`config.mk`:
```
export PLATFORM = sky130hd
export DESIGN_NAME = rct_timer
export DESIGN_NICKNAME = d
export VERILOG_FILES = /design/src/rct_pkg.sv /design/src/rct_timer.sv /design/src/rct_half8.sv
export SDC_FILE = /design/constraint.sdc
export NUM_CORES = 1
export LEC_CHECK = 0
export ABC_AREA = 0
export BUFFER_PORTS_ARGS = -buffer_cell sky130_fd_sc_hd__buf_2
export CAP_MARGIN = 30
export CORE_ASPECT_RATIO = 0.5
export CORE_UTILIZATION = 65
export CTS_CLUSTER_SIZE = 14
export DETAILED_ROUTE_END_ITERATION = 6
export HOLD_SLACK_MARGIN = 0.08
export PLACE_DENSITY = 0.88
export SYNTH_ARGS = -nofsm -noshare
export SYNTH_HDL_FRONTEND = slang
export SYNTH_SLANG_ARGS = --single-unit
```
`constraint.sdc`:
```
create_clock -name i_clk -period 5 [get_ports i_clk]
set_input_delay 0.5 -clock i_clk [delete_from_list [all_inputs] [get_ports i_clk]]
set_output_delay 0.5 -clock i_clk [all_outputs]
set_load 0.03 [all_outputs]
```
`src/rct_pkg.sv`:
```
// constants, register map and mode codes of the reload/capture timer
// assumes an 8-bit register port and one 40 MHz core clock
package rct_pkg;

    // ************************************************************
    // widths
    // ************************************************************
    localparam int RCT_DW = 8;   // register and half-counter width
    localparam int RCT_AW = 3;   // register address width

    // ************************************************************
    // register offsets on the plain port
    // ************************************************************
    localparam logic [RCT_AW-1:0] RCT_ADDR_CTRL  = 3'h0; // control_reg
    localparam logic [RCT_AW-1:0] RCT_ADDR_RLO   = 3'h1; // reload_low
    localparam logic [RCT_AW-1:0] RCT_ADDR_RHI   = 3'h2; // reload_high
    localparam logic [RCT_AW-1:0] RCT_ADDR_CLO   = 3'h3; // count_low
    localparam logic [RCT_AW-1:0] RCT_ADDR_CHI   = 3'h4; // count_high
    localparam logic [RCT_AW-1:0] RCT_ADDR_CKSEL = 3'h5; // clock_select_reg

    // ************************************************************
    // control_reg bit positions
    // ************************************************************
    localparam int RCT_CTL_HI_OVF  = 7; // hi_overflow_flag
    localparam int RCT_CTL_LO_OVF  = 6; // lo_overflow_flag
    localparam int RCT_CTL_LO_IRQ  = 5; // lo_irq_enable
    localparam int RCT_CTL_CAP_EN  = 4; // capture_enable_bit
    localparam int RCT_CTL_SPLIT   = 3; // split_mode_sel
    localparam int RCT_CTL_RUN     = 2; // high_run_ctl
    localparam int RCT_CTL_CAP_SRC = 1; // capture_source_sel
    localparam int RCT_CTL_EXT_CLK = 0; // ext_clk_sel

    // ************************************************************
    // clock_select_reg bit positions
    // ************************************************************
    localparam int RCT_CKS_LO_FAST = 0; // lo_clk_fast_sel
    localparam int RCT_CKS_HI_FAST = 1; // hi_clk_fast_sel
    localparam logic [1:0] RCT_CKS_MASK = 2'h3;

    // ************************************************************
    // reset values and limits
    // ************************************************************
    localparam logic [RCT_DW-1:0] RCT_BYTE_RST = 8'h00;
    localparam logic [RCT_DW-1:0] RCT_BYTE_MAX = 8'hFF;
    localparam logic [RCT_DW-1:0] RCT_BYTE_ONE = 8'h01;

    // ************************************************************
    // tick dividers
    // ************************************************************
    localparam logic [3:0] RCT_SYS_DIV_MAX = 4'hB; // core_clock / 12
    localparam logic [3:0] RCT_SYS_DIV_ONE = 4'h1;
    localparam logic [2:0] RCT_EXT_DIV_MAX = 3'h7; // ext osc / 8
    localparam logic [2:0] RCT_EXT_DIV_ONE = 3'h1;
    localparam logic RCT_SRC_SOF = 1'b0;           // capture source codes
    localparam logic RCT_SRC_LFO = 1'b1;

    // ************************************************************
    // operating modes
    // ************************************************************
    typedef enum logic [1:0] {
        RCT_MODE_RELOAD16,
        RCT_MODE_SPLIT8,
        RCT_MODE_CAP16,
        RCT_MODE_CAP8
    } rct_mode_t;

endpackage

```
`src/rct_timer.sv`:
```
// reload/capture timer: two 8-bit halves, reload, split and capture modes
// assumes a plain register port, synchronous inputs other than the two oscillators, and one core clock
//
// Functional notes
// count is two software-visible 8-bit halves
// mode from split and capture enable bits
// tick: core clock, clock/12, or ext/8
// external oscillator synchronised before dividing
// 16-bit mode reloads at 0xFFFF wrap
// 16-bit overflow sets high flag, interrupts
// low-byte wrap interrupts when low enable set
// split mode: two 8-bit reloading timers
// run bit gates only high half in split
// per-half tick from fast bit, ext select
// split mode sets each half's overflow flag
// split interrupts high, or either with enable
// overflow flags cleared only by software
// software reads both flags to find source
// capture mode, source bit picks the trigger
// capture 16-bit mode counts freely, wraps
// capture copies count into reload, interrupts
// capture split mode: two free 8-bit counters
// source 0 is frame start, 1 oscillator
// each trigger gives exactly one capture pulse
`timescale 1ns/100ps
module rct_timer
    import rct_pkg::*;
(
    input wire logic i_clk,
    input wire logic i_srst,
    input wire logic [RCT_AW-1:0] i_addr,    // register address
    input wire logic [RCT_DW-1:0] i_wdata,   // register write data
    input wire logic i_wr,                   // write strobe
    input wire logic i_rd,                   // read strobe
    input wire logic i_tmr_irq_en,           // timer interrupts enabled
    input wire logic i_ext_osc,              // external oscillator level
    input wire logic i_low_freq_osc,         // low_freq_osc level
    input wire logic i_usb_sof,              // start-of-frame strobe
    output logic [RCT_DW-1:0] o_rdata,       // read data, cycle after strobe
    output logic o_irq                       // interrupt request level
);

    // ************************************************************
    // state record
    // ************************************************************
    typedef struct packed {
        logic [RCT_DW-1:0] ctrl;      // control_reg
        logic [RCT_DW-1:0] reload_lo; // reload_low
        logic [RCT_DW-1:0] reload_hi; // reload_high
        logic [1:0] cksel;            // clock_select_reg fast bits
        logic [3:0] div12;            // core clock divider
        logic sys12_tick;             // core_clock / 12 pulse
        logic ext_s1;                 // ext osc sync stage 1
        logic ext_s2;                 // ext osc sync stage 2
        logic ext_prev;               // ext osc edge history
        logic [2:0] ext_cnt;          // ext osc edge divider
        logic ext8_tick;              // ext osc / 8 pulse
        logic lfo_s1;                 // oscillator sync stage 1
        logic lfo_s2;                 // oscillator sync stage 2
        logic lfo_prev;               // oscillator edge history
        logic sof_prev;               // frame strobe history
        logic cap_pulse;              // one capture per event
        logic [RCT_DW-1:0] rdata;     // read data register
        logic irq;                    // interrupt request
    } rct_state_t;

    rct_state_t s_q; // registered state
    rct_state_t s_d; // next state

    // ************************************************************
    // counter halves and their controls
    // ************************************************************
    logic [RCT_DW-1:0] lo_count; // count_low
    logic [RCT_DW-1:0] hi_count; // count_high
    logic lo_wrap;               // low half overflow this cycle
    logic hi_wrap;               // high half overflow this cycle
    logic lo_inc;                // low half increment
    logic hi_inc;                // high half increment
    logic lo_reload_now;         // low half reloads on wrap
    logic hi_reload_now;         // high half reloads on wrap
    logic lo_tick;               // low half tick
    logic hi_tick;               // high half tick
    logic wr_ctrl;               // decoded writes
    logic wr_clo;
    logic wr_chi;
    logic split;                 // split_mode_sel
    logic cap_en;                // capture_enable_bit
    logic run;                   // high_run_ctl
    logic trigger;               // raw capture trigger this cycle
    rct_mode_t mode;             // decoded operating mode

    assign wr_ctrl = i_wr && (i_addr == RCT_ADDR_CTRL);
    assign wr_clo = i_wr && (i_addr == RCT_ADDR_CLO);
    assign wr_chi = i_wr && (i_addr == RCT_ADDR_CHI);
    assign split = s_q.ctrl[RCT_CTL_SPLIT];
    assign cap_en = s_q.ctrl[RCT_CTL_CAP_EN];
    assign run = s_q.ctrl[RCT_CTL_RUN];

    // ************************************************************
    // mode decode
    // ************************************************************
    // two control bits, capture enable and split, choose one of four modes
    always_comb begin
        if (cap_en && split) begin
            mode = RCT_MODE_CAP8;
        end else if (cap_en) begin
            mode = RCT_MODE_CAP16;
        end else if (split) begin
            mode = RCT_MODE_SPLIT8;
        end else begin
            mode = RCT_MODE_RELOAD16;
        end
    end

    // per-half tick: fast bit wins, else ext select picks the divider
    always_comb begin
        lo_tick = s_q.cksel[RCT_CKS_LO_FAST] ? 1'b1 :
                  (s_q.ctrl[RCT_CTL_EXT_CLK] ? s_q.ext8_tick : s_q.sys12_tick);
        hi_tick = s_q.cksel[RCT_CKS_HI_FAST] ? 1'b1 :
                  (s_q.ctrl[RCT_CTL_EXT_CLK] ? s_q.ext8_tick : s_q.sys12_tick);
    end

    // increment and reload routing for each mode
    always_comb begin
        lo_inc = 1'b0;
        hi_inc = 1'b0;
        lo_reload_now = 1'b0;
        hi_reload_now = 1'b0;
        case (mode)
            RCT_MODE_RELOAD16: begin
                // 16-bit mode uses the low half's tick; the run bit gates both
                lo_inc = lo_tick && run;
                hi_inc = lo_wrap;
                lo_reload_now = hi_wrap;       // full wrap only
                hi_reload_now = 1'b1;
            end
            RCT_MODE_SPLIT8: begin
                lo_inc = lo_tick;              // low half always runs
                hi_inc = hi_tick && run;
                lo_reload_now = 1'b1;
                hi_reload_now = 1'b1;
            end
            RCT_MODE_CAP16: begin
                // free running: reload registers hold captures instead
                lo_inc = lo_tick && run;
                hi_inc = lo_wrap;
            end
            RCT_MODE_CAP8: begin
                lo_inc = lo_tick;
                hi_inc = hi_tick && run;
            end
            default: begin
                lo_inc = 1'b0;
            end
        endcase
    end

    // low half of the count
    rct_half8 #(
        .W(RCT_DW)
    ) u_lo (
        .i_clk(i_clk),
        .i_srst(i_srst),
        .i_inc(lo_inc),
        .i_reload_now(lo_reload_now),
        .i_reload(s_q.reload_lo),
        .i_wr(wr_clo),
        .i_wdata(i_wdata),
        .o_count(lo_count),
        .o_wrap(lo_wrap)
    );

    // high half of the count
    rct_half8 #(
        .W(RCT_DW)
    ) u_hi (
        .i_clk(i_clk),
        .i_srst(i_srst),
        .i_inc(hi_inc),
        .i_reload_now(hi_reload_now),
        .i_reload(s_q.reload_hi),
        .i_wr(wr_chi),
        .i_wdata(i_wdata),
        .o_count(hi_count),
        .o_wrap(hi_wrap)
    );

    // capture trigger by source select; edge detect on the synced oscillator level or the raw frame strobe
    always_comb begin
        if (s_q.ctrl[RCT_CTL_CAP_SRC] == RCT_SRC_LFO) begin
            trigger = s_q.lfo_s2 && !s_q.lfo_prev;
        end else begin
            trigger = i_usb_sof && !s_q.sof_prev;
        end
    end

    // ************************************************************
    // next-state logic
    // ************************************************************
    always_comb begin
        s_d = s_q;
        // core clock divide by twelve
        if (s_q.div12 == RCT_SYS_DIV_MAX) begin
            s_d.div12 = '0;
        end else begin
            s_d.div12 = s_q.div12 + RCT_SYS_DIV_ONE;
        end
        s_d.sys12_tick = (s_q.div12 == RCT_SYS_DIV_MAX);
        // ext osc: two flops, then count rising edges by eight
        s_d.ext_s1 = i_ext_osc;
        s_d.ext_s2 = s_q.ext_s1;
        s_d.ext_prev = s_q.ext_s2;
        s_d.ext8_tick = 1'b0;
        if (s_q.ext_s2 && !s_q.ext_prev) begin
            s_d.ext_cnt = s_q.ext_cnt + RCT_EXT_DIV_ONE;
            s_d.ext8_tick = (s_q.ext_cnt == RCT_EXT_DIV_MAX);
        end
        // oscillator and frame strobe histories
        s_d.lfo_s1 = i_low_freq_osc;
        s_d.lfo_s2 = s_q.lfo_s1;
        s_d.lfo_prev = s_q.lfo_s2;
        s_d.sof_prev = i_usb_sof;
        // one registered pulse per trigger edge, only in capture mode
        s_d.cap_pulse = trigger && cap_en;
        // software register writes
        if (wr_ctrl) begin
            s_d.ctrl = i_wdata;
        end
        if (i_wr && (i_addr == RCT_ADDR_RLO)) begin
            s_d.reload_lo = i_wdata;
        end
        if (i_wr && (i_addr == RCT_ADDR_RHI)) begin
            s_d.reload_hi = i_wdata;
        end
        if (i_wr && (i_addr == RCT_ADDR_CKSEL)) begin
            s_d.cksel = i_wdata[1:0] & RCT_CKS_MASK;
        end
        // a capture beats a same-cycle software reload write
        if (s_q.cap_pulse) begin
            s_d.reload_lo = lo_count;
            s_d.reload_hi = hi_count;
        end
        // flags: hardware set wins over a software clear
        if (hi_wrap || s_q.cap_pulse) begin
            s_d.ctrl[RCT_CTL_HI_OVF] = 1'b1;
        end
        if (lo_wrap) begin
            s_d.ctrl[RCT_CTL_LO_OVF] = 1'b1;
        end
        // level request from the new flag values
        s_d.irq = i_tmr_irq_en && (s_d.ctrl[RCT_CTL_HI_OVF] ||
                  (s_d.ctrl[RCT_CTL_LO_IRQ] && s_d.ctrl[RCT_CTL_LO_OVF]));
        // read data stands only in the cycle after the strobe
        s_d.rdata = RCT_BYTE_RST;
        if (i_rd) begin
            if (i_addr == RCT_ADDR_CTRL) begin
                s_d.rdata = s_q.ctrl;
            end else if (i_addr == RCT_ADDR_RLO) begin
                s_d.rdata = s_q.reload_lo;
            end else if (i_addr == RCT_ADDR_RHI) begin
                s_d.rdata = s_q.reload_hi;
            end else if (i_addr == RCT_ADDR_CLO) begin
                s_d.rdata = lo_count;
            end else if (i_addr == RCT_ADDR_CHI) begin
                s_d.rdata = hi_count;
            end else if (i_addr == RCT_ADDR_CKSEL) begin
                s_d.rdata = {6'h00, s_q.cksel};
            end else begin
                s_d.rdata = RCT_BYTE_RST; // unmapped reads zero
            end
        end
    end

    // state register; all reset values are zero
    always_ff @(posedge i_clk) begin
        if (i_srst) begin
            s_q <= '0;
        end else begin
            s_q <= s_d;
        end
    end

    assign o_rdata = s_q.rdata;
    assign o_irq = s_q.irq;

    logic [15:0] count16;  // joined count
    logic [15:0] reload16; // joined reload
    logic hi_flag;
    logic lo_flag;
    assign count16 = {hi_count, lo_count};
    assign reload16 = {s_q.reload_hi, s_q.reload_lo};
    assign hi_flag = s_q.ctrl[RCT_CTL_HI_OVF];
    assign lo_flag = s_q.ctrl[RCT_CTL_LO_OVF];
endmodule // rct_timer

```
`src/rct_half8.sv`:
```
// one 8-bit half of the timer: increment, reload, software load
// assumes the parent supplies one-cycle increment enables
`timescale 1ns/100ps
module rct_half8
    import rct_pkg::*;
#(
    parameter int W = RCT_DW
) (
    input wire logic i_clk,
    input wire logic i_srst,
    input wire logic i_inc,              // count enable, one cycle
    input wire logic i_reload_now,       // reload instead of wrap to zero
    input wire logic [W-1:0] i_reload,   // reload value
    input wire logic i_wr,               // software write of the count
    input wire logic [W-1:0] i_wdata,
    output logic [W-1:0] o_count,
    output logic o_wrap                  // increment at all ones
);

    // ************************************************************
    // state
    // ************************************************************
    typedef struct packed {
        logic [W-1:0] count; // current count
    } rct_half_t;

    rct_half_t s_q; // registered state
    rct_half_t s_d; // next state

    // wrap is combinational so the high half can chain in the same cycle
    assign o_wrap = i_inc && (s_q.count == W'(RCT_BYTE_MAX));
    assign o_count = s_q.count;

    // next-state logic; a software write beats counting
    always_comb begin
        s_d = s_q;
        if (i_wr) begin
            s_d.count = i_wdata;
        end else if (o_wrap) begin
            // reload on overflow, or plain wrap to zero
            s_d.count = i_reload_now ? i_reload : W'(RCT_BYTE_RST);
        end else if (i_inc) begin
            s_d.count = s_q.count + W'(RCT_BYTE_ONE);
        end
    end

    // state register
    always_ff @(posedge i_clk) begin
        if (i_srst) begin
            s_q <= '0;
        end else begin
            s_q <= s_d;
        end
    end

endmodule // rct_half8

```
* Word level (Yosys, flattened, before mapping)
Cells that the tools add are included.
** Operators by class
- Add/subtract/negate cells :: 4
- Equality and inequality tests :: 12
- Muxes and demuxes :: 31
- Bitwise gates (word level) :: 2
- Reductions and logical operators :: 34
** Operators with widths (number)
- 2-to-1 mux 8 bit :: 16
- logical AND 1 bit :: 17
- adder 8 x 1 -> 8 bit (second input constant) :: 2
- == test 8 bit (second input constant) :: 2
- 2-to-1 mux 16 bit :: 1
- OR reduction 2 bit :: 6
- == test 3 bit (second input constant) :: 3
- 2-to-1 mux 1 bit :: 8
- == test 3 x 2 -> 1 bit (second input constant) :: 2
- 2-to-1 mux 2 bit :: 3
- case mux 1 bit (2 select lines) :: 3
- nonzero test 3 bit :: 2
- adder 4 x 1 -> 4 bit (second input constant) :: 1
- == test 2 bit (second input constant) :: 2
- == test 4 bit (second input constant) :: 1
- nonzero test 2 bit :: 2
- adder 3 x 1 -> 3 bit (second input constant) :: 1
- == test 3 x 1 -> 1 bit (second input constant) :: 1
- logical NOT 1 bit :: 3
- logical NOT 3 bit :: 1
- == test 2 x 1 -> 1 bit (second input constant) :: 1
- logical NOT 2 bit :: 1
- logical OR 1 bit :: 2
- inverter 1 bit :: 2
** Storage, ports and cells
- Bits in registers :: 68
- Bits of input ports :: 19
- Output and inout port bits :: 9
- Word-level logic and storage cells :: 104

* Logic depth before layout (Yosys ltp)
- Depth in word-level cells :: 13
- Mapped depth :: 7
- Gate-level depth less buffers :: 6

* Modules after synthesis
A second synthesis with hierarchy kept.
** Unflattened totals
- Cells, all modules :: 426
- Area, all modules :: 3707.3 um^2
** By module, submodules not included
- rct_timer :: times used 1, cells an instance 268, area each 2493.6 um^2, sequential area each 1041.0 um^2
- rct_half8 :: times used 2, cells an instance 79, area each 606.8 um^2, sequential area each 160.2 um^2

* Least setup slack after synthesis
No wires, ideal clock.
- Kind :: reg2reg
- Start point :: register u_lo.s_q, in the netlist u_lo.o_count[1]
- End point :: register u_hi.s_q, in the netlist u_hi.o_count[6]
- Library setup time :: 0.073 ns
- Data arrival time :: 1.910 ns
- Required time :: 4.927 ns
- Path slack :: 3.017 ns
- Stages on the path, launching flop included :: 7
- Path buffers :: 0
- Period minus slack after synthesis :: 1.983 ns
- Cell sequence :: dfxtp_1 ha_1 nand3_4 or3_4 o21a_4 or4_4 o211ai_2
** Between the ends
- Word-level cells in the longest chain between the ends :: 6
- Elaborated cells between the ends (all ways) :: 7
- Those cells by class :: eq/ne: 1; mux: 3; reduce/logical: 3
** RTL lines
- from (decl) :: RTL line rct_half8.sv:27 : rct_half_t s_q;
- from (signal assigned) :: RTL line rct_half8.sv:50 : s_q <= '0;
- from (signal assigned) :: RTL line rct_half8.sv:52 : s_q <= s_d;
- == test 8 bit (*) :: RTL line rct_half8.sv:31 : assign o_wrap = i_inc && (s_q.count == W'(RCT_BYTE_MAX));
- logical AND 1 bit (*) :: RTL line rct_half8.sv:31
- case mux 1 bit (2 select lines) (*) :: RTL line rct_timer.sv:129 : case (mode)
- logical AND 1 bit :: RTL line rct_half8.sv:31
- 2-to-1 mux 8 bit :: RTL line rct_half8.sv:39 : end else if (o_wrap) begin
- 2-to-1 mux 8 bit :: RTL line rct_half8.sv:37 : if (i_wr) begin
- to (signal assigned) :: RTL line rct_half8.sv:50
- to (signal assigned) :: RTL line rct_half8.sv:52
- to (decl) :: RTL line rct_half8.sv:27
Every way passes the cells marked *; elsewhere a longest branch is shown, timed or not.
A chain may end at the register's enable or synchronous reset.

* Final worst setup path
- Start point :: register u_hi.s_q, in the netlist u_hi.o_count[0]
- End point :: register u_lo.s_q, in the netlist u_lo.o_count[7]
** Between the ends
- Word-level cells in the longest chain between the ends :: 6
** RTL lines
- == test 8 bit :: RTL line rct_half8.sv:31
- logical AND 1 bit :: RTL line rct_half8.sv:31
- case mux 1 bit (2 select lines) :: RTL line rct_timer.sv:129
- 2-to-1 mux 8 bit :: RTL line rct_half8.sv:41 : s_d.count = i_reload_now ? i_reload : W'(RCT_BYTE_RST);
- 2-to-1 mux 8 bit :: RTL line rct_half8.sv:39
- 2-to-1 mux 8 bit :: RTL line rct_half8.sv:37
No other way between the ends.

==> metrics.yaml <==
critical_path:
  path_max_fanout: 8
  r2r-start: "u_hi.o_count[0]"
  start_kind: "flip-flop"
  path_class: "reg2reg"
  cp_data_arrival_time_ns: 2.71
  endpoint_kind: "flip-flop"
  crit_required_ns: 5.23
  worstSetupStartpoint: "u_hi.o_count[0]"
logic_synthesis:
  async_reset_ff_share_pct: 0
  ys_seq_elements: 68
  synth_seq_area_share_pct: 36.9
  synth_edf_count: 0
  synth_flop_cell: "dfxtp_1"
  ys.warnings.count: 0
  ys_types: 62
  syn_area_mm2: 0.00369
  synth_cells: 422
  synth.avg_cell_area_um2: 8.75
  syn_nets: 446
die:
  dieArea_mm2: 0.00600
  die_x_um: 109
  core_mm2: 0.00518
  initial_utilization_pct: 71.3
  die_y_um: 55.3
  pin_count: 28
  rows: 18
pwr:
  ir_drop_uv: 282
  power_density_mw_per_mm2: 329
  power_mw: 1.33
  p_leak_nw: 1.55
run:
  drv_cap: 0
detailed_routing:
  drt_iter0_drc: 607
  vias: 3389
  wl_um: 10300
  routedWlPerCell_um: 20.5
  vias_per_cell: 6.75
  first_pass_iters: 6
  drc: 0
  antenna_left: 0
finish:
  final_cell_mix: "68 x dfxtp_1, 56 x nor2_1, 27 x buf_2"
  drive_above_1_share_pct: 16.2
  fillCellCount: 348
  area_growth_pct: 9.86
  layout_commonest_cell: "dfxtp_1"
  post-route-cell-area_mm2: 0.00406
  nNetsFinal: 451
placement:
  dp_hpwl_um: 7020
  gp_congestion: 0.960
  pre_cts_ws_ns: 2.37
  port_buffers: 27
  placed_area_mm2: 0.00372
timing:
  fin_crit_ns: 2.48
  finalWorstSetupSlack_ns: 2.52
  finalHoldViolCount: 0
  setup_viol: 0
  fin_tns_setup_ns: 0
  fmax_mhz: 403
  slew_headroom_pct: 40.2
  period_share_pct: 49.6
  drv_slew: 0
  rsz0062_at_grt: "no"
  tightest_slew_ns: 0.895
  clock-skew-final_ns: 0.00761
cts:
  clock_latency_ns: 0.34
  cts_tree: "done"
  htree_levels: 3
  root_buffer: "clkbuf_16"
  cts_sinks: 68
  numCtsBuffers: 9
  clkTransAtPathRegs_ns: 0.05
  holdBufCountCts: 0
  clock_path_buffers: 2
  postCtsSetupRepairBufs: 0
  cts_resized: 0
grt:
  grt_max_degree: 47
  overflow: 0
  grt_pass1_vias: 3260
  antenna_found_initial: 0
  grt_pass1_wl_um: 16000
  grtUsageTotal_pct: 35.5
status:
  status: "finished clean"
min_path:
  hold_path.class: "in2reg"
  hp-start: "i_low_freq_osc"
final timing paths:
| kind | slack (ns) | endpoint | depth (start not counted) |
|---|---|---|---|
| min reg2reg | 0.45 | s_d[11] | 1 |
| max | 2.52 | u_lo.o_count[7] | 6 |
| min | 0.37 | s_d[12] | 2 |
| max reg2reg | 2.52 | u_lo.o_count[7] | 6 |
sequential cells by signal, summed over array words and instances (netlist names):
name	cells
o_rdata	8
u_lo.o_count	8
o_irq	1
u_hi.o_count	8
s_q	19
lo_flag	1
cap_en	1
hi_flag	1
run	1
reload16	16
s_d	4
kinds of logic (layout without fill, tap and decap cells):
logic type	count (synthesis)	count (layout)	synth area share, %
AND/OR/NAND/NOR	161	161	22.3
AO/OA/AOI/OAI	94	94	18.9
flip-flops	68	68	36.9
buffers and inverters	47	56	7.08
multiplexers	39	39	11.2
XOR/XNOR	8	8	1.90
adder cells (fa/ha/maj)	5	5	1.69
other	0	1	0
report_power, final:
part           internal, mW  leakage, nW  total (mW)  switching [mW]
Clock                 0.431        0.148       0.656           0.225
Sequential            0.558        0.552       0.577          0.0187
Combinational        0.0382        0.854      0.0990          0.0608
Total                  1.03         1.55        1.33           0.305
worst max-delay path, stage by stage (launching register included):
cell and delay (ns):
dfxtp_1 0.50, ha_1 0.27, nand3_1 0.25, nor2_1 0.43, o2111a_1 0.46, nand2_1 0.10
a2111oi_1 0.36
routing by layer:
layer  track usage, %  vias up  wire length, um
met2             52.9      241             4470
li1                 -     1541                -
met1             45.2     1560             4110
met3             14.4       47             1340
met5                0        -                0
met4             15.3        0              363
cell type report:
class                   instances  area [um^2]  area share, %
flip-flops and latches         68         1360           33.6
inverters                      10         37.5          0.926
clock buffers                  10          229           5.65
repair buffers                 31          185           4.57
well taps                      70         87.6           2.16
diodes                          1         2.50         0.0617
clock inverters                 5         77.6           1.91
multi-input cells             307         2070           51.2
synthesized netlist by cell type (all sizes together), types with 3 or more instances:
library cell	instances	area, um^2
o21ai	11	58.8
nand2b	4	25.0
a221oi	4	35.0
nor3b	4	30.0
nand2	19	71.3
mux2	15	173
o22ai	3	25.0
nand3	10	62.6
clkbuf	17	63.8
and3	4	25.0
nor3	21	105
buf	19	128
a31oi	4	25.0
inv	10	37.5
ha	5	62.6
nor2	56	210
o22a	3	26.3
o211ai	7	62.6
xnor2	6	52.6
a22oi	9	67.6
nor4	7	43.8
nand4	4	25.0
dfxtp	68	1360
a211oi	25	188
a21oi	11	55.1
nor2b	19	119
o21bai	3	22.5
mux2i	24	240
per-stage QoR:
step	utilization (%)	cells	hold slack (ns)
finish	78.3	502	0.372
floorplan	-	422	0.414
CTS	77.7	500	0.373
detailed placement	71.8	485	0.435
global placement	71.6	484	0.421
global route	78.2	501	0.401
(Power assumes the default switching activity.)
